$ cat src/urfr_pkg.sv
// Package of constants and types for the serial receive frame recovery block.
package urfr_pkg;
	// ---------------------------------------------------------------
	// Register map
	// ---------------------------------------------------------------
	localparam logic [3:0] ADDR_CTRL = 4'h0;
	localparam logic [3:0] ADDR_STATUS = 4'h4;
	localparam logic [3:0] ADDR_DATA = 4'h8;
	// Control fields.
	localparam int CTRL_RX_EN_BIT = 0;
	localparam int CTRL_DOUBLE_BIT = 1;
	localparam int CTRL_MPCM_BIT = 2;
	localparam int CTRL_SIZE_LSB = 4;
	localparam int CTRL_PAR_EN_BIT = 8;
	localparam int CTRL_PAR_ODD_BIT = 9;
	localparam logic [31:0] CTRL_RESET = 32'h0000_0030;
	// Status fields.
	localparam int ST_AVAIL_BIT = 0;
	localparam int ST_FERR_BIT = 1;
	localparam int ST_PERR_BIT = 2;
	localparam int ST_OVR_BIT = 3;
	localparam int ST_NINTH_BIT = 4;
	// Data register width and character size codes.
	localparam int DATA_W = 9;
	localparam logic [2:0] SIZE_NINE = 3'h7;
	// ---------------------------------------------------------------
	// Sampling figures
	// ---------------------------------------------------------------
	localparam logic [4:0] SPB_NORMAL = 5'h10;
	localparam logic [4:0] SPB_DOUBLE = 5'h08;
	localparam logic [4:0] FIRST_NORMAL = 5'h08;
	localparam logic [4:0] FIRST_DOUBLE = 5'h04;
	localparam logic [4:0] MID_NORMAL = 5'h09;
	localparam logic [4:0] MID_DOUBLE = 5'h05;
	localparam logic [4:0] LAST_NORMAL = 5'h0A;
	localparam logic [4:0] LAST_DOUBLE = 5'h06;
	// In double speed the next start is taken only from this stop sample on.
	localparam logic [4:0] REARM_DOUBLE = 5'h08;
	// Sample tick divisor at 16x rate, in system clocks.
	localparam logic [15:0] BAUD_DIV_RESET = 16'h0000;
	typedef enum logic [1:0] {URFR_IDLE, URFR_START, URFR_BITS, URFR_STOP} urfr_state_t;
endpackage

$ cat src/urfr_top.sv
// Serial receiver with oversampled bit recovery, frame error and address filtering.
//
// The implementer's own choices: the plain strobed port and the address map.
module urfr_top
	import urfr_pkg::*;
(
	input wire logic clk_sys_in, // 20 MHz system clock
	input wire logic rst_b_in, // asynchronous reset, active low
	input wire logic rxd_in, // serial receive pin
	input wire logic [3:0] addr_in, // register byte address
	input wire logic [31:0] wdata_in, // write data
	input wire logic wr_in, // write strobe
	input wire logic rd_in, // read strobe
	input wire logic [15:0] baud_divisor_in, // system clocks per sample tick, minus one
	output logic [31:0] rdata_out, // read data, one cycle after read strobe
	output logic [2:0] char_size_field_out // shared character size for the transmitter
);
	// ---------------------------------------------------------------
	// Pin synchroniser and sample tick
	// ---------------------------------------------------------------
	logic [2:0] sync_q, sync_d;
	logic rx_q, rx_d;
	logic [15:0] div_q, div_d;
	logic tick_q, tick_d;

	always_comb begin
		sync_d = {sync_q[1:0], rxd_in};
		rx_d = (sync_q[2] == sync_q[1]) ? sync_q[2] : rx_q;
		// An exact divisor keeps this end's share of the rate error small.
		tick_d = (div_q == 16'h0000);
		div_d = tick_d ? baud_divisor_in : div_q - 16'h0001;
	end

	always_ff @(posedge clk_sys_in or negedge rst_b_in) begin
		if (!rst_b_in) begin
			sync_q <= 3'h7;
			rx_q <= 1'b1;
			div_q <= 16'h0000;
			tick_q <= 1'b0;
		end else begin
			sync_q <= sync_d;
			rx_q <= rx_d;
			div_q <= div_d;
			tick_q <= tick_d;
		end
	end

	// ---------------------------------------------------------------
	// Control register
	// ---------------------------------------------------------------
	logic [31:0] ctrl_q, ctrl_d;
	logic rx_en, dbl, mpcm, par_en, par_odd;
	logic [2:0] size;
	logic [3:0] nbits;

	assign rx_en = ctrl_q[CTRL_RX_EN_BIT];
	assign dbl = ctrl_q[CTRL_DOUBLE_BIT];
	assign mpcm = ctrl_q[CTRL_MPCM_BIT];
	assign size = ctrl_q[CTRL_SIZE_LSB +: 3];
	assign par_en = ctrl_q[CTRL_PAR_EN_BIT];
	assign par_odd = ctrl_q[CTRL_PAR_ODD_BIT];

	// Codes 0..3 give 5..8 data bits; 7 gives nine; others are taken as eight.
	function automatic logic [3:0] data_bits(input logic [2:0] code);
		if (code == SIZE_NINE) begin
			return 4'h9;
		end else if (code[2]) begin
			return 4'h8;
		end
		return {2'b00, code[1:0]} + 4'h5;
	endfunction

	// Data plus parity totals 5 to 10 bits.
	assign nbits = data_bits(size) + {3'b000, par_en};

	always_comb begin
		ctrl_d = ctrl_q;
		if (wr_in && addr_in == ADDR_CTRL) begin
			ctrl_d = wdata_in & 32'h0000_0377;
		end
	end

	// ---------------------------------------------------------------
	// Frame recovery state machine
	// ---------------------------------------------------------------
	urfr_state_t st_q, st_d;
	logic [4:0] smp_q, smp_d;
	logic [3:0] bit_q, bit_d;
	logic [9:0] shf_q, shf_d;
	logic [2:0] vote_q, vote_d;
	logic done;
	logic [9:0] frame_bits;
	logic stop_bit;
	logic [4:0] spb, first, mid, last;

	// Majority of three centre samples.
	function automatic logic maj3(input logic [2:0] v);
		return (v[0] & v[1]) | (v[0] & v[2]) | (v[1] & v[2]);
	endfunction

	always_comb begin
		spb = dbl ? SPB_DOUBLE : SPB_NORMAL;
		first = dbl ? FIRST_DOUBLE : FIRST_NORMAL;
		mid = dbl ? MID_DOUBLE : MID_NORMAL;
		last = dbl ? LAST_DOUBLE : LAST_NORMAL;
	end

	always_comb begin
		st_d = st_q;
		smp_d = smp_q;
		bit_d = bit_q;
		shf_d = shf_q;
		vote_d = vote_q;
		done = 1'b0;
		stop_bit = 1'b1;
		if (!rx_en) begin
			st_d = URFR_IDLE;
		end else if (tick_q) begin
			unique case (st_q)
				URFR_IDLE: begin
					if (!rx_q) begin
						st_d = URFR_START;
						smp_d = 5'h02;
						vote_d = 3'h0;
					end
				end
				URFR_START, URFR_BITS: begin
					if (smp_q == first || smp_q == mid || smp_q == last) begin
						vote_d = {vote_q[1:0], rx_q};
					end
					smp_d = smp_q + 5'h01;
					if (smp_q == last && st_q == URFR_START && maj3({vote_q[1:0], rx_q})) begin
						st_d = URFR_IDLE;
					end else if (smp_q == spb) begin
						smp_d = 5'h01;
						if (st_q == URFR_START) begin
							st_d = URFR_BITS;
							bit_d = 4'h0;
						end else begin
							shf_d = {maj3(vote_q), shf_q[9:1]};
							bit_d = bit_q + 4'h1;
							if (bit_q + 4'h1 == nbits) begin
								st_d = URFR_STOP;
							end
						end
					end
				end
				URFR_STOP: begin
					// Only the first stop bit is looked at.
					if (smp_q == first || smp_q == mid || smp_q == last) begin
						vote_d = {vote_q[1:0], rx_q};
					end
					smp_d = smp_q + 5'h01;
					if (smp_q == last) begin
						done = 1'b1;
						stop_bit = maj3({vote_q[1:0], rx_q});
						// Normal speed returns to start search at once.
						if (!dbl) begin
							st_d = URFR_IDLE;
						end
					end else if (dbl && smp_q == REARM_DOUBLE - 5'h01) begin
						// Double speed holds off start search later in the stop bit.
						st_d = URFR_IDLE;
					end
				end
			endcase
		end
	end

	// Realign the data bits so the first received bit lands at bit 0.
	assign frame_bits = shf_q >> (4'hA - nbits);

	always_ff @(posedge clk_sys_in or negedge rst_b_in) begin
		if (!rst_b_in) begin
			st_q <= URFR_IDLE;
			smp_q <= 5'h00;
			bit_q <= 4'h0;
			shf_q <= 10'h000;
			vote_q <= 3'h0;
			ctrl_q <= CTRL_RESET;
		end else begin
			st_q <= st_d;
			smp_q <= smp_d;
			bit_q <= bit_d;
			shf_q <= shf_d;
			vote_q <= vote_d;
			ctrl_q <= ctrl_d;
		end
	end

	// ---------------------------------------------------------------
	// Classification, receive buffer and read port
	// ---------------------------------------------------------------
	logic [DATA_W-1:0] buf_q, buf_d;
	logic ferr_q, ferr_d, perr_q, perr_d, ovr_q, ovr_d, avail_q, avail_d;
	logic [31:0] rdata_q, rdata_d;
	logic [2:0] size_q;
	logic [DATA_W-1:0] word;
	logic ftype, accept, par_calc, par_bit, rd_data;

	always_comb begin
		word = frame_bits[DATA_W-1:0];
		if (size != SIZE_NINE) begin
			word[8] = 1'b0;
		end
		unique case (data_bits(size))
			4'h5: word[8:5] = 4'h0;
			4'h6: word[8:6] = 3'h0;
			4'h7: word[8:7] = 2'h0;
			default: ;
		endcase
		par_bit = frame_bits[data_bits(size)];
		par_calc = ^word ^ par_odd;
		// Ninth bit for nine-bit characters, else first stop bit.
		ftype = (size == SIZE_NINE) ? frame_bits[8] : stop_bit;
		// Type one is an address; data frames are dropped under the filter.
		accept = done && (!mpcm || ftype);
		rd_data = rd_in && addr_in == ADDR_DATA;
		buf_d = buf_q;
		ferr_d = ferr_q;
		perr_d = perr_q;
		ovr_d = ovr_q;
		avail_d = avail_q;
		if (rd_data) begin
			avail_d = 1'b0;
			ovr_d = 1'b0;
		end
		if (accept) begin
			if (avail_q && !rd_data) begin
				ovr_d = 1'b1;
			end else begin
				buf_d = word;
				ferr_d = !stop_bit;
				perr_d = par_en && (par_calc != par_bit);
				avail_d = 1'b1;
			end
		end
		if (!rx_en) begin
			avail_d = 1'b0;
			ferr_d = 1'b0;
			perr_d = 1'b0;
			ovr_d = 1'b0;
		end
		rdata_d = 32'h0000_0000;
		if (rd_in) begin
			unique case (addr_in)
				ADDR_CTRL: rdata_d = ctrl_q;
				ADDR_STATUS: begin
					rdata_d[ST_AVAIL_BIT] = avail_q;
					rdata_d[ST_FERR_BIT] = ferr_q;
					rdata_d[ST_PERR_BIT] = perr_q;
					rdata_d[ST_OVR_BIT] = ovr_q;
					rdata_d[ST_NINTH_BIT] = buf_q[8];
				end
				ADDR_DATA: rdata_d[DATA_W-1:0] = buf_q;
				default: rdata_d = 32'h0000_0000;
			endcase
		end
	end

	always_ff @(posedge clk_sys_in or negedge rst_b_in) begin
		if (!rst_b_in) begin
			buf_q <= '0;
			ferr_q <= 1'b0;
			perr_q <= 1'b0;
			ovr_q <= 1'b0;
			avail_q <= 1'b0;
			rdata_q <= 32'h0000_0000;
			size_q <= 3'h3;
		end else begin
			buf_q <= buf_d;
			ferr_q <= ferr_d;
			perr_q <= perr_d;
			ovr_q <= ovr_d;
			avail_q <= avail_d;
			rdata_q <= rdata_d;
			size_q <= size;
		end
	end

	assign rdata_out = rdata_q;
	// One size setting serves both directions; filter never reaches transmit.
	assign char_size_field_out = size_q;
endmodule

$ cat config.mk
export PLATFORM = sky130hd
export DESIGN_NAME = urfr_top
export DESIGN_NICKNAME = d
export VERILOG_FILES = /design/src/urfr_pkg.sv /design/src/urfr_top.sv
export SDC_FILE = /design/constraint.sdc
export NUM_CORES = 1
export LEC_CHECK = 0
export ABC_CLOCK_PERIOD_IN_PS = 4200
export BUFFER_PORTS_ARGS = -buffer_cell sky130_fd_sc_hd__buf_2
export CORE_MARGIN = 3
export CORE_UTILIZATION = 56
export DETAILED_ROUTE_END_ITERATION = 10
export PLACE_DENSITY = 0.81
export RECOVER_POWER = 50
export SYNTH_ARGS = -nofsm -noshare
export SYNTH_HDL_FRONTEND = slang
export SYNTH_SLANG_ARGS = --single-unit
$ cat constraint.sdc
create_clock -name clk_sys_in -period 4.2 [get_ports clk_sys_in]
set_input_delay 0.84 -clock clk_sys_in [delete_from_list [all_inputs] [get_ports clk_sys_in]]
set_output_delay 0.84 -clock clk_sys_in [all_outputs]
set_load 0.02 [all_outputs]
Word level (Yosys, flattened, before mapping)
Index checks and enable logic that the tools add are counted.
{ "word_totals": {"mem_bits_ro": 0, "n_memories": 0, "latchBits": 0, "regBits": 101, "ram_bits": 0} }
{ "op_classes": {"n_reduce_logical": 29, "n_lt_le_gt_ge": 1, "addsub": 6, "shift": 1, "bitwise": 13, "n_eq_ne": 28, "multipliers": 0, "muxes": 62, "n_div": 0} }
{ "op_table": {"columns": ["cell", "count"], "rows": [
  ["1-bit 2-to-1 mux", 30],
  ["5-bit case mux with 3 select lines", 2],
  ["4-bit 2-to-1 mux", 7],
  ["2-bit 2-to-1 mux", 11],
  ["5-bit 2-to-1 mux", 4],
  ["4-bit by 3-bit equality test with 1-bit output, second input constant", 4],
  ["16-bit zero test", 1],
  ["16-bit 2-to-1 mux", 1],
  ["16-bit by 1-bit subtractor with 16-bit output, second input constant", 1],
  ["5-bit by 4-bit equality test with 1-bit output", 3],
  ["4-bit != test, second input constant", 3],
  ["6-bit AND reduction", 2],
  ["10-bit 2-to-1 mux", 1],
  ["10-bit by 4-bit right shift with 10-bit output", 1],
  ["9-bit XOR reduction", 1],
  ["1-bit logical AND", 8],
  ["4-bit case mux with 2 select lines", 1],
  ["3-bit 2-to-1 mux", 2],
  ["2-bit != test, second input constant", 3],
  ["3-bit != test, second input constant", 2],
  ["2-bit case mux with 3 select lines", 1],
  ["3-bit case mux with 2 select lines", 1],
  ["3-bit OR reduction", 2],
  ["5-bit by 1-bit adder with 5-bit output, second input constant", 1],
  ["other kinds (30)", 47]
]} }

Depth between registers and ports, before layout
Gate-level depths: netlist (run 1).
{ "logic_depth": {"ltp_word": 15, "depth_mapped": 15, "ltp_nobuf": 14} }

Worst setup path before layout (run 1)
Ideal clock, no wire load.
{ "synth_timing": {"path_kind": "register to register", "startpoint": "register ctrl_q[6]", "endpoint": "register perr_q", "setup_slack_ns": 0.421, "setup_ns": 0.139, "synth_period_minus_slack_ns": 3.779, "t_arrival_ns": 3.640, "stages_incl_launch_ff": 15, "required_ns": 4.061, "cell_sequence": "dfrtp_1 buf_2 mux2i_1 inv_1 ha_1 ha_1 ha_1 buf_4 mux4_2 mux2i_2 nor3b_2 a211oi_2 o211a_1 o211ai_1 o311ai_1"} }
{ "synth_via": {"elab_chain_len": 15} }
{ "synth_lines": {"columns": ["element", "line", "text"], "rows": [
  ["start, declared", "urfr_top.sv:51", "logic [31:0] ctrl_q, ctrl_d;"],
  ["start signal, assigned", "urfr_top.sv:187", "ctrl_q <= ctrl_d;"],
  ["3-bit equality test or 1-bit 2-to-1 mux (tied branches)", "urfr_top.sv:65, urfr_top.sv:215, urfr_top.sv:67", null],
  ["4-bit 2-to-1 mux or 1-bit 2-to-1 mux (tied branches)", "urfr_top.sv:65", "if (code == SIZE_NINE) begin"],
  ["4-bit 2-to-1 mux", "urfr_top.sv:70", "return {2'b00, code[1:0]} + 4'h5;"],
  ["4-bit by 1-bit adder with 4-bit output", "urfr_top.sv:74", "assign nbits = data_bits(size) + {3'b000, par_en};"],
  ["4-bit subtractor", "urfr_top.sv:171", "assign frame_bits = shf_q >> (4'hA - nbits);"],
  ["10-bit by 4-bit right shift with 10-bit output", "urfr_top.sv:171", null],
  ["1-bit 2-to-1 mux", "urfr_top.sv:203", "if (size != SIZE_NINE) begin"],
  ["2-bit 2-to-1 mux", "urfr_top.sv:206", "unique case (data_bits(size))"],
  ["9-bit XOR reduction", "urfr_top.sv:213", "par_calc = ^word ^ par_odd;"],
  ["1-bit bitwise XOR", "urfr_top.sv:213", null],
  ["1-bit != test", "urfr_top.sv:234", "perr_d = par_en && (par_calc != par_bit);"],
  ["1-bit logical AND", "urfr_top.sv:234", null],
  ["1-bit 2-to-1 mux", "urfr_top.sv:229", "if (avail_q && !rd_data) begin"],
  ["1-bit 2-to-1 mux", "urfr_top.sv:228", "if (accept) begin"],
  ["1-bit 2-to-1 mux", "urfr_top.sv:238", "if (!rx_en) begin"],
  ["end signal, assigned", "urfr_top.sv:273", "perr_q <= perr_d;"],
  ["end, declared", "urfr_top.sv:195", "logic ferr_q, ferr_d, perr_q, perr_d, ovr_q, ovr_d, avail_q, avail_d;"]
]} }
Parallel ways exist; a longest one is shown, timed or not. The select of a mux whose other input is x is not followed.
A chain may end at the register's enable or synchronous reset.

Worst setup path after layout (run 1)
{ "layout_timing": {"startpoint": "register ctrl_q[5]", "endpoint": "register perr_q"} }
{ "layout_via": {"elab_chain_len": 15} }
{ "layout_lines": {"columns": ["element"], "rows": [
  ["branches (longest 15 deep; another with 2-bit by 3-bit adder with 4-bit output)"]
]} }
Parallel ways; which one is timed is not known. The select of a mux whose other input is x is not followed.

==> metrics.md, run 1 <==
| Metric | Value |
|---|---|
| Max Cap Violations | `1` |
| Slew @ Worst Pin | `1.90 ns` |
| Clk sinks | `79` |
| Met2 routed WL | `4400 µm` |
| Post-Syn Area | `0.00469 mm²` |
| Layout cell share with drive strength beyond 1 | `0.218` |
| Crit Reg-Reg Startpoint | `ctrl_q[5]$_DFFE_PN1P_` |
| CP endpoint | `perr_q$_DFFE_PN0P_` |
| Area grow syn2layout | `10.1%` |
| CP Cell Sequence | `ha_1, mux2i_2, inv_1, ha_1, ha_1, ha_1, mux4_2, mux2i_2, nor3b_2, a211oi_2, o211a_1, o211ai_1, o311ai_1` |
| Root Buffer | `clkbuf_8` |
| Routed met3 length | `360 µm` |
| Total Wirelength | `9020 µm` |
| CP max stage delay | `0.58 ns` |
| Number of global-route vias before repair | `3256` |
| Grt total ovfl | `0` |
| CTS tree | `yes` |
| Fin area | `0.00516 mm²` |
| Comb pwr share | `0.288` |
| CP max FO | `9` |
| Maximum root-to-sink buffer count | `2` |
| Int Power | `1.43 mW` |
| Hold Path Class | `reg -> reg` |
| Initial antenna violation count | `0` |
| Maximum vdd drop | `249 µV` |
| Routability cong. | `0.964` |
| Startpoint types | `flip-flop` |
| Synth unique cells | `62` |
| Worst Setup End Kind | `flip-flop` |
| Met1 WL | `4220 µm` |
| RSZ-0062 raised after global routing | `false` |
| Hold buffers post-CTS | `0` |
| Routed Antenna Nets | `0` |
| IO buf count | `45` |
| Pre-CTS setup slack | `0.171 ns` |
| CP arrival | `4.14 ns` |
| Yosys Warn Count | `0` |
| First-pass iteration count of the detailed router | `4` |
| Placed Instances | `596` |
| Worst relative slew slack | `-0.269` |
| Remaining DRCs | `0` |
| Outcome | `finished, violations left` |
| Fmax | `0.254 GHz` |
| Period utilisation layout | `0.937` |
| # IOs | `92` |
| Async SR Flop Fraction | `1.00` |
| Final Hold Viols | `0` |
| Drt initial violations | `182` |
| CORE AREA | `0.00793 mm²` |
| Final worst slack | `0.265 ns` |
| Sw power | `0.629 mW` |
| Clock transition at path regs | `0.08 ns` |
| Post-synthesis mux area share | `0.133` |
| FP Rows | `32` |
| FILL cells | `612` |
| Area post-placement | `0.00494 mm²` |
| Setup TNS | `0 ns` |
| Hold Path Stages | `0` |
| Worst hold margin | `0.368 ns` |
| Clk pwr share | `0.309` |
| Largest family of logic cells by synthesized area | `simple AND/OR/NAND/NOR gates` |
| WP data required | `4.41 ns` |
| Share of the synthesized area in the top cell type | `0.379` |
| Global-route wire length before repair | `15300 µm` |
| Setup CP Type | `reg -> reg` |
| Area leader, netlist | `dfrtp_1` |
| Critical path startpoint | `ctrl_q[5]$_DFFE_PN1P_` |
| CTS Buf Count | `9` |
| Synth Area in XOR/XNOR | `0.0534` |
| Synth Area in Adders | `0.0491` |
| #FFs+latches synth | `79` |
| NumNets Final | `578` |
| Gate count of the mapped netlist | `458` |
| Switching share of power | `0.306` |
| Primary FF master, synth | `dfrtp_1` |
| Cell with the most instances on the worst path | `ha_1` |
| DR top layer | `met4` |
| Finished Layout Cells | `612` |
| HPWL Detailed | `6630 µm` |
| Clk_skew | `0.00859 ns` |
| Die Span X | `97.5 µm` |
| PwrDens | `399 mW/mm²` |
| Sequential cell area fraction in the yosys report | `0.424` |
| Minimum clock period | `3.94 ns` |
| Inserted Diodes | `0` |
| Leak pwr | `2.31 nW` |
| Final setup viols | `0` |
| H-tree levels | `3` |
| Synth Area in Compound Gates | `0.115` |
| Via density per instance | `5.53` |
| Failing checks | `max-capacitance violations, max-slew violations` |
| Vias | `3385` |
| Dominant cells by area after synthesis | `dfrtp_1 38%, mux2_2 4.6%, dfstp_2 4.5%` |
| Initial Util | `0.592` |
| Synth Area in Simple Gates | `0.161` |
| GRT Overall Usage | `0.192` |
| Flop2flop setup slack | `0.26 ns` |
| Reg2reg end | `perr_q$_DFFE_PN0P_` |
| Worst-Skew Late Latency | `0.34 ns` |
| Die footprint | `0.00951 mm²` |
| Die Ht | `97.5 µm` |
| Mean post-synth cell area | `10.2 µm²` |
| WL/cell | `14.7 µm` |
| Pin count of the biggest net entering global routing | `80` |
| Final count of pins violating max slew | `80` |
| Seq pwr share | `0.403` |
| Reg2Reg Depth | `13` |
| Slowest CP cell | `mux4_2` |
| Number of flops mapped to enable cells by yosys | `0` |
## cell type report
cell class	count	area [µm²]	area share
multi-input cells	350	2490	0.482
flip-flops and latches	79	1990	0.385
repair buffers	55	290	0.0562
clock buffers	11	151	0.0293
well taps	102	128	0.0247
clock inverters	5	80.1	0.0155
inverters	10	37.5	0.00727
## kinds of logic after synthesis
kind of cell,count (synthesis)
AO/OA/AOI/OAI,86
XOR/XNOR,27
adder cells (fa/ha/maj),19
buffers and inverters,50
flip-flops,79
multiplexers,50
other,1
AND/OR/NAND/NOR,146
## Yosys cell counts (all sizes together), types with 10 or more instances
cell and n:
xor2 10, inv 10, xnor2 16, mux2 23, nand3 11, ha 16
a21oi 16, dfrtp 71, mux2i 20, nor2 34, nand2 41, nor3 11
buf 34, o21ai 34
## timing repair
item                       CTS  global route
hold endpoints to repair     0             0
gates resized for setup      0             2
setup buffers                0             0
setup endpoints to repair    0             1
## through the flow
step / total power, mW / utilization
finish: 2.06 / 0.651
global route: 2.17 / 0.651
CTS: 2.07 / 0.652
detailed placement: 1.43 / 0.623
global placement: 1.41 / 0.623
floorplan: 1.32 / -
## power by group through the flow
stage               registers [mW]  logic [mW]  clock network (mW)
detailed placement           0.842       0.590                   0
global placement             0.840       0.573                   0
floorplan                    0.842       0.481                   0
finish                       0.828       0.593               0.636
CTS                          0.828       0.592               0.648
global route                 0.832       0.646               0.688
## critical path, delay by kind of cell (launching register included)
kind | cells | cell delay (ns)
compound gates | 4 | 0.60
fa+ha+maj | 4 | 1.23
buf+inv | 1 | 0.12
flops | 1 | 0.41
mux | 3 | 1.14
simple gates | 1 | 0.29
## metal layers
layer,up-vias,track usage
met5,-,0
met4,0,0.0373
met3,6,0.0402
met2,65,0.319
met1,1643,0.264
li1,1671,-
## layout by cell type, fill, tap and decap left out, drive strengths merged, types with 10 or more instances in the layout
cell    count
nand2      41
xor2       10
a21oi      16
nand3      11
conb       22
o21ai      34
inv        10
xnor2      16
ha         16
nor2       34
mux2i      20
clkbuf     16
mux2       23
dfrtp      71
nor3       11
buf        50
## registers in the layout, summed over array words and instances, names as in the netlist
name and count:
buf_q 9, ferr_q 1, rx_q 1, perr_q 1, sync_q 3, st_q 2, ctrl_q 8, shf_q 10
vote_q 3, bit_q 4, smp_q 5, div_q 16, tick_q 1, ovr_q 1, avail_q 1, rdata_out 10
char_size_field_out 3
## how the worst min path moves through the flow
stage	startpoint	end
after floorplan	sync_q[0]$_DFF_PN1_	sync_q[1]$_DFF_PN1_
after global placement	sync_q[0]$_DFF_PN1_	sync_q[1]$_DFF_PN1_
after detailed placement	sync_q[0]$_DFF_PN1_	sync_q[1]$_DFF_PN1_
after CTS	sync_q[1]$_DFF_PN1_	sync_q[2]$_DFF_PN1_
after global routing	sync_q[1]$_DFF_PN1_	sync_q[2]$_DFF_PN1_
final	sync_q[1]$_DFF_PN1_	sync_q[2]$_DFF_PN1_
No activity file was read; power rests on OpenSTA's default activity.
==> inputs of run 2 (changes only) <==
- CORE_UTILIZATION: 56 -> 30
- PLACE_DENSITY: 0.81 -> 0.49
- TNS_END_PERCENT: unset -> 1
==> metrics.md, run 2 (synthesized netlist as in run 1, its figures left out) <==
| Metric | Value |
|---|---|
| Outcome | `finished, violations left (unchanged)` |
| Failing checks | `max-capacitance violations, max-slew violations (unchanged)` |
| Max Cap Violations | `1 (unchanged)` |
| Initial Util | `0.307 (was 0.592)` |
| H-tree levels | `3 (unchanged)` |
| Grt total ovfl | `0 (unchanged)` |
| Die footprint | `0.0172 mm² (was 0.00951 mm²)` |
| RSZ-0062 raised after global routing | `false (unchanged)` |
| Global-route wire length before repair | `16000 µm (was 15300 µm)` |
| Maximum root-to-sink buffer count | `2 (unchanged)` |
| Most flop-heavy register | `div_q (unchanged)` |
| First-pass iteration count of the detailed router | `4 (unchanged)` |
| FP Rows | `45 (was 32)` |
| Slew @ Worst Pin | `1.97 ns (was 1.90 ns)` |
| CP Cell Sequence | `inv_1, mux2i_1, inv_1, ha_1, ha_1, ha_2, mux4_2, mux2i_2, nor3b_2, a211oi_2, o211a_1, o211ai_1, o311ai_1 (was ha_1, mux2i_2, inv_1, ha_1, ha_1, ha_1, mux4_2, mux2i_2, nor3b_2, a211oi_2, o211a_1, o211ai_1, o311ai_1)` |
| Pin count of the biggest net entering global routing | `80 (unchanged)` |
| Drt initial violations | `106 (was 182)` |
| Routability cong. | `0.767 (was 0.964)` |
| Fin area | `0.00537 mm² (was 0.00516 mm²)` |
| CTS Buf Count | `9 (unchanged)` |
| Die Span X | `131 µm (was 97.5 µm)` |
| Die Ht | `131 µm (was 97.5 µm)` |
| Fmax | `0.259 GHz (was 0.254 GHz)` |
| Total Wirelength | `9500 µm (was 9020 µm)` |
| Number of global-route vias before repair | `3253 (was 3256)` |
| PwrDens | `413 mW/mm² (was 399 mW/mm²)` |
| Register Area | `0.00199 mm² (unchanged)` |
| Startpoint types | `flip-flop (unchanged)` |
| Layout cell share with drive strength beyond 1 | `0.218 (unchanged)` |
| # Post-CTS Setup Buffers | `0 (unchanged)` |
| HPWL Detailed | `7020 µm (was 6630 µm)` |
| Maximum vdd drop | `235 µV (was 249 µV)` |
| # IOs | `92 (unchanged)` |
| CORE AREA | `0.0153 mm² (was 0.00793 mm²)` |
| Hold Path Class | `reg -> reg (unchanged)` |
| Period utilisation layout | `0.921 (was 0.937)` |
| CP max stage delay | `0.61 ns (was 0.58 ns)` |
| CP arrival | `4.08 ns (was 4.14 ns)` |
| CP max FO | `9 (unchanged)` |
| FILL cells | `1570 (was 612)` |
| Root Buffer | `clkbuf_16 (was clkbuf_8)` |
| WP data required | `4.41 ns (about the same)` |
| Final setup viols | `0 (unchanged)` |
| Worst-Skew Late Latency | `0.34 ns (about the same)` |
| IO buf count | `45 (unchanged)` |
| Inserted Diodes | `0 (unchanged)` |
| Worst hold margin | `0.357 ns (was 0.368 ns)` |
| Slowest CP cell | `dfstp_2 (was mux4_2)` |
| Minimum clock period | `3.87 ns (was 3.94 ns)` |
| Clk sinks | `79 (unchanged)` |
| Area grow syn2layout | `14.5% (was 10.1%)` |
| Hold buffers post-CTS | `0 (unchanged)` |
| Routed Antenna Nets | `0 (unchanged)` |
| Worst relative slew slack | `-0.311 (was -0.269)` |
| Initial antenna violation count | `0 (unchanged)` |
| Final count of pins violating max slew | `80 (unchanged)` |
| Clk_skew | `0.00698 ns (was 0.00859 ns)` |
| Setup CP Type | `reg -> reg (unchanged)` |
| GRT Overall Usage | `0.117 (was 0.192)` |
| Final core occ | `0.352 (was 0.651)` |
| Remaining DRCs | `0 (unchanged)` |
| Area post-placement | `0.00507 mm² (was 0.00494 mm²)` |
| Multi-input logic area | `0.00248 mm² (was 0.00249 mm²)` |
| Commonest non-fill, non-tap cell in the layout | `dfrtp_1 (unchanged)` |
| NumNets Final | `578 (unchanged)` |
| Most frequent cells in the layout | `71 x dfrtp_1, 43 x buf_2, 41 x nand2_1, 33 x nor2_1, 33 x o21ai_0 (was 71 x dfrtp_1, 42 x buf_2, 41 x nand2_1, 33 x nor2_1, 33 x o21ai_0)` |
| WL/cell | `13.2 µm (was 14.7 µm)` |
| Worst Setup End Kind | `flip-flop (unchanged)` |
| Leak pwr | `2.35 nW (was 2.31 nW)` |
| Clock transition at path regs | `0.06 ns (was 0.08 ns)` |
| Final Hold Viols | `0 (unchanged)` |
| CTS tree | `yes (unchanged)` |
| Setup TNS | `0 ns (unchanged)` |
| Vias | `3384 (was 3385)` |
| Number of flip-flops under the largest register name | `16 (unchanged)` |
| Via density per instance | `4.69 (was 5.53)` |
==> run 2: worst paths after layout <==
check / to / start / cells past startpoint / slack [ns]
setup / recovery: perr_q$_DFFE_PN0P_ / ctrl_q[4]$_DFFE_PN1P_ / 13 / 0.33
hold / removal: sync_q[1]$_DFF_PN1_ / sync_q[0]$_DFF_PN1_ / 0 / 0.36
setup reg to reg: perr_q$_DFFE_PN0P_ / ctrl_q[4]$_DFFE_PN1P_ / 13 / 0.33
hold reg to reg: sync_q[1]$_DFF_PN1_ / sync_q[0]$_DFF_PN1_ / 0 / 0.36
max in group asynchronous: shf_q[2]$_DFFE_PN0P_ / rst_b_in / 1 / 1.98
min in group asynchronous: smp_q[4]$_DFFE_PN0P_ / rst_b_in / 1 / 1.00
==> run 2: power by group <==
group          internal, mW  total, mW  switching, mW
Combinational         0.272      0.601          0.329
Clock                 0.475      0.780          0.304
Sequential            0.797      0.835         0.0383
Total                  1.54       2.22          0.672
==> run 2: final cells by class <==
type	count	share of cell area
multi-input cells	350	0.463
clock buffers	11	0.0452
repair buffers	55	0.0550
flip-flops and latches	79	0.370
inverters	10	0.00699
well taps	211	0.0492
clock inverters	5	0.0107
==> run 2: critical path: cells and delay by family, from the launching register on <==
kind / cells / cell delay [ns]
and+or+nand+nor: 1 / 0.28
adders and majority gates: 3 / 1.03
buffers and inverters: 2 / 0.18
DFF: 1 / 0.61
AOI/OAI and AO/OA: 4 / 0.59
muxes: 3 / 1.05
==> run 2: per-layer routing <==
| layer | vias to the layer above | global-route usage | wire length (µm) |
|---|---|---|---|
| li1 | 1677 | - | - |
| met1 | 1634 | 0.153 | 4460 |
| met2 | 62 | 0.188 | 4470 |
| met3 | 11 | 0.0313 | 422 |
| met4 | 0 | 0.0399 | 146 |
| met5 | - | 0 | 0 |
==> run 2: what timing repair did <==
item / in CTS / in global routing
endpoints found under the hold margin: 0 / 0
endpoints found under the setup margin: 0 / 1
resized for setup: 0 / 1
==> run 2: through the flow <==
| stage | setup slack [ns] | cells | total power [mW] |
|---|---|---|---|
| finish | 0.332 | 721 | 2.22 |
| global route | 0.0221 | 721 | 2.34 |
| CTS | 0.231 | 721 | 2.25 |
| detailed placement | 0.251 | 705 | 1.45 |
| global placement | 0.337 | 705 | 1.44 |
| floorplan | 0.421 | 479 | 1.32 |
==> inputs of run 3 (changes only) <==
- ABC_AREA: unset -> 1
- CTS_BUF_LIST: unset -> sky130_fd_sc_hd__clkbuf_8
- PLACE_DENSITY: 0.49 -> 0.48
==> metrics.md, run 3 <==
| Metric | Value |
|---|---|
| Outcome | `finished, violations left (unchanged)` |
| Failing checks | `max-capacitance violations, max-slew violations (unchanged)` |
| #FFs+latches synth | `79 (unchanged)` |
| Drt initial violations | `168 (was 106)` |
| Multi-input logic area | `0.00241 mm² (was 0.00248 mm²)` |
| Startpoint types | `flip-flop (unchanged)` |
| Pin count of the biggest net entering global routing | `80 (unchanged)` |
| PwrDens | `492 mW/mm² (was 413 mW/mm²)` |
| Fmax | `0.275 GHz (was 0.259 GHz)` |
| Worst Setup End Kind | `flip-flop (unchanged)` |
| H-tree levels | `3 (unchanged)` |
| FP Rows | `45 (unchanged)` |
| Share of the synthesized area in the top cell type | `0.367 (was 0.379)` |
| IO buf count | `45 (unchanged)` |
| Initial Util | `0.313 (was 0.307)` |
| Area leader, netlist | `dfrtp_1 (unchanged)` |
| Global-route wire length before repair | `17800 µm (was 16000 µm)` |
| Post-synth top cells | `163 x nand2_1, 73 x inv_1, 71 x dfrtp_1 (was 71 x dfrtp_1, 41 x nand2_1, 33 x nor2_1, 33 x o21ai_0, 23 x buf_4)` |
| Commonest non-fill, non-tap cell in the layout | `nand2_1 (was dfrtp_1)` |
| Root Buffer | `clkbuf_8 (was clkbuf_16)` |
| CTS tree | `yes (unchanged)` |
| Post-Syn Area | `0.00484 mm² (was 0.00469 mm²)` |
| CORE AREA | `0.0155 mm² (was 0.0153 mm²)` |
| Fin area | `0.00538 mm² (was 0.00537 mm²)` |
| Grt total ovfl | `0 (unchanged)` |
| Hold buffers post-CTS | `0 (unchanged)` |
| Reg2Reg Depth | `21 (was 13)` |
| Synth unique cells | `42 (was 62)` |
| Clk_skew | `0.0135 ns (was 0.00698 ns)` |
| # Post-CTS Setup Buffers | `0 (unchanged)` |
| Clk sinks | `79 (unchanged)` |
| Dominant cells by area after synthesis | `dfrtp_1 37%, nand2_1 13%, inv_1 5.7% (was dfrtp_1 38%, mux2_2 4.6%, dfstp_2 4.5%)` |
| RSZ-0062 raised after global routing | `false (unchanged)` |
| Async SR Flop Fraction | `1.00 (unchanged)` |
| Clock transition at path regs | `0.08 ns (was 0.06 ns)` |
| CP max FO | `11 (was 9)` |
| Vias | `4016 (was 3384)` |
| Yosys Warn Count | `0 (unchanged)` |
| Primary FF master, synth | `dfrtp_1 (unchanged)` |
| Die Span X | `133 µm (was 131 µm)` |
| Reg2reg end | `perr_q$_DFFE_PN0P_ (unchanged)` |
| Inserted Diodes | `0 (unchanged)` |
| Via density per instance | `4.54 (was 4.69)` |
| Gate count of the mapped netlist | `624 (was 458)` |
| WL/cell | `11.7 µm (was 13.2 µm)` |
| Die footprint | `0.0177 mm² (was 0.0172 mm²)` |
| Routability cong. | `0.799 (was 0.767)` |
| NumNets Final | `742 (was 578)` |
| Number of flip-flops under the largest register name | `16 (unchanged)` |
| Final count of pins violating max slew | `80 (unchanged)` |
| Setup CP Type | `reg -> reg (unchanged)` |
| CP endpoint | `perr_q$_DFFE_PN0P_ (unchanged)` |
| WP data required | `4.46 ns (was 4.41 ns)` |
| Die Ht | `133 µm (was 131 µm)` |
| Maximum vdd drop | `182 µV (was 235 µV)` |
| Critical path startpoint | `ctrl_q[5]$_DFFE_PN1P_ (was ctrl_q[4]$_DFFE_PN1P_)` |
| GRT Overall Usage | `0.121 (was 0.117)` |
| Number of global-route vias before repair | `3855 (was 3253)` |
| CTS resizes | `0 (unchanged)` |
| Most frequent cells in the layout | `163 x nand2_1, 73 x inv_1, 71 x dfrtp_1, 53 x nand3_1, 50 x nor2_1 (was 71 x dfrtp_1, 43 x buf_2, 41 x nand2_1, 33 x nor2_1, 33 x o21ai_0)` |
| CP arrival | `3.90 ns (was 4.08 ns)` |
| Mean post-synth cell area | `7.76 µm² (was 10.2 µm²)` |
| Hold Path Class | `reg -> reg (unchanged)` |
| Worst-Skew Late Latency | `0.37 ns (was 0.34 ns)` |
| First-pass iteration count of the detailed router | `5 (was 4)` |
| Area post-placement | `0.00519 mm² (was 0.00507 mm²)` |
| Initial antenna violation count | `0 (unchanged)` |
| Final Hold Viols | `0 (unchanged)` |
| Slew @ Worst Pin | `1.97 ns (about the same)` |
| Remaining DRCs | `0 (unchanged)` |
| Minimum clock period | `3.64 ns (was 3.87 ns)` |
| Period utilisation layout | `0.867 (was 0.921)` |
| Register Area | `0.00199 mm² (unchanged)` |
| FILL cells | `1680 (was 1570)` |
| Maximum root-to-sink buffer count | `2 (unchanged)` |
| Total Wirelength | `10400 µm (was 9500 µm)` |
| Final setup viols | `0 (unchanged)` |
| Leak pwr | `2.65 nW (was 2.35 nW)` |
| Routed Antenna Nets | `0 (unchanged)` |
| Sequential cell area fraction in the yosys report | `0.410 (was 0.424)` |
| Worst relative slew slack | `-0.315 (was -0.311)` |
| HPWL Detailed | `7930 µm (was 7020 µm)` |
| # IOs | `92 (unchanged)` |
| Most flop-heavy register | `div_q (unchanged)` |
| Crit Reg-Reg Startpoint | `ctrl_q[5]$_DFFE_PN1P_ (was ctrl_q[4]$_DFFE_PN1P_)` |
| Number of flops mapped to enable cells by yosys | `0 (unchanged)` |
| CTS Buf Count | `9 (unchanged)` |
| Setup TNS | `0 ns (unchanged)` |
| Layout cell share with drive strength beyond 1 | `0.159 (was 0.218)` |
| Count leader, synth | `nand2_1 (was dfrtp_1)` |
| Max Cap Violations | `1 (unchanged)` |
| Flop2flop setup slack | `0.56 ns (was 0.33 ns)` |
| Area grow syn2layout | `11.0% (was 14.5%)` |
-- run 3: area by class of cell --
cell class              count  area share
clock buffers              11      0.0282
clock inverters             5     0.00605
inverters                  78      0.0545
multi-input cells         455       0.449
flip-flops and latches     79       0.370
well taps                 211      0.0491
repair buffers             46      0.0433
-- run 3: worst max-delay path, stage by stage, from the launching register on --
cell and delay (ns):
dfstp_1 0.66, ha_1 0.19, nand2_1 0.04, o21ai_0 0.16
ha_1 0.25, ha_1 0.28, ha_1 0.49, inv_1 0.21
o21ai_0 0.11, nand2_1 0.11, nor2_2 0.17, nand2_1 0.06
nor2_1 0.18, nand2_1 0.08, nand2_1 0.10, nand2_1 0.06
nand3_1 0.08, nand2_1 0.07, inv_1 0.05, nand2_1 0.04
nand3_1 0.07, nand2_1 0.06
-- run 3: logic make-up (layout without fill, tap and decap cells) --
family          Yosys count  in the layout  share of synthesized area
fa+ha+maj                17             17                     0.0434
mux                      15             15                     0.0349
other cells               1             22                   0.000775
flops                    79             79                      0.410
compound gates           80             80                     0.0912
buf+inv                 111            140                      0.108
simple gates            304            304                      0.280
xor+xnor                 17             17                     0.0308
-- run 3: worst min-delay path by stage --
stage	slack (ns)	end	from	cells after the start
after floorplan	0.35	sync_q[1]$_DFF_PN1_	sync_q[0]$_DFF_PN1_	0
after global placement	0.35	sync_q[1]$_DFF_PN1_	sync_q[0]$_DFF_PN1_	0
after detailed placement	0.35	sync_q[1]$_DFF_PN1_	sync_q[0]$_DFF_PN1_	0
after CTS	0.36	sync_q[1]$_DFF_PN1_	sync_q[0]$_DFF_PN1_	0
after global routing	0.37	sync_q[1]$_DFF_PN1_	sync_q[0]$_DFF_PN1_	0
final	0.36	sync_q[1]$_DFF_PN1_	sync_q[0]$_DFF_PN1_	0
-- run 3: metrics by stage --
stage                     utilization  setup WS [ns]  cells  hold WS (ns)  power [mW]
after floorplan                     -           1.19    645         0.345        1.90
after global placement          0.335          0.749    869         0.347        2.10
after detailed placement        0.335          0.665    869         0.347        2.12
after CTS                       0.347          0.637    885         0.359        2.68
after global routing            0.347          0.143    885         0.374        2.91
final                           0.347          0.560    885         0.362        2.64
-- run 3: routing by layer --
layer	share of wire	global-route usage	vias up
met5	0	0	-
met4	0.014	0.0318	0
met3	0.049	0.0418	10
met2	0.44	0.188	73
met1	0.49	0.161	1866
li1	-	-	2067
-- run 3: power by group --
part           switching (mW)  internal (mW)
combinational           0.860          0.417
clock                   0.289          0.245
sequential             0.0319          0.801
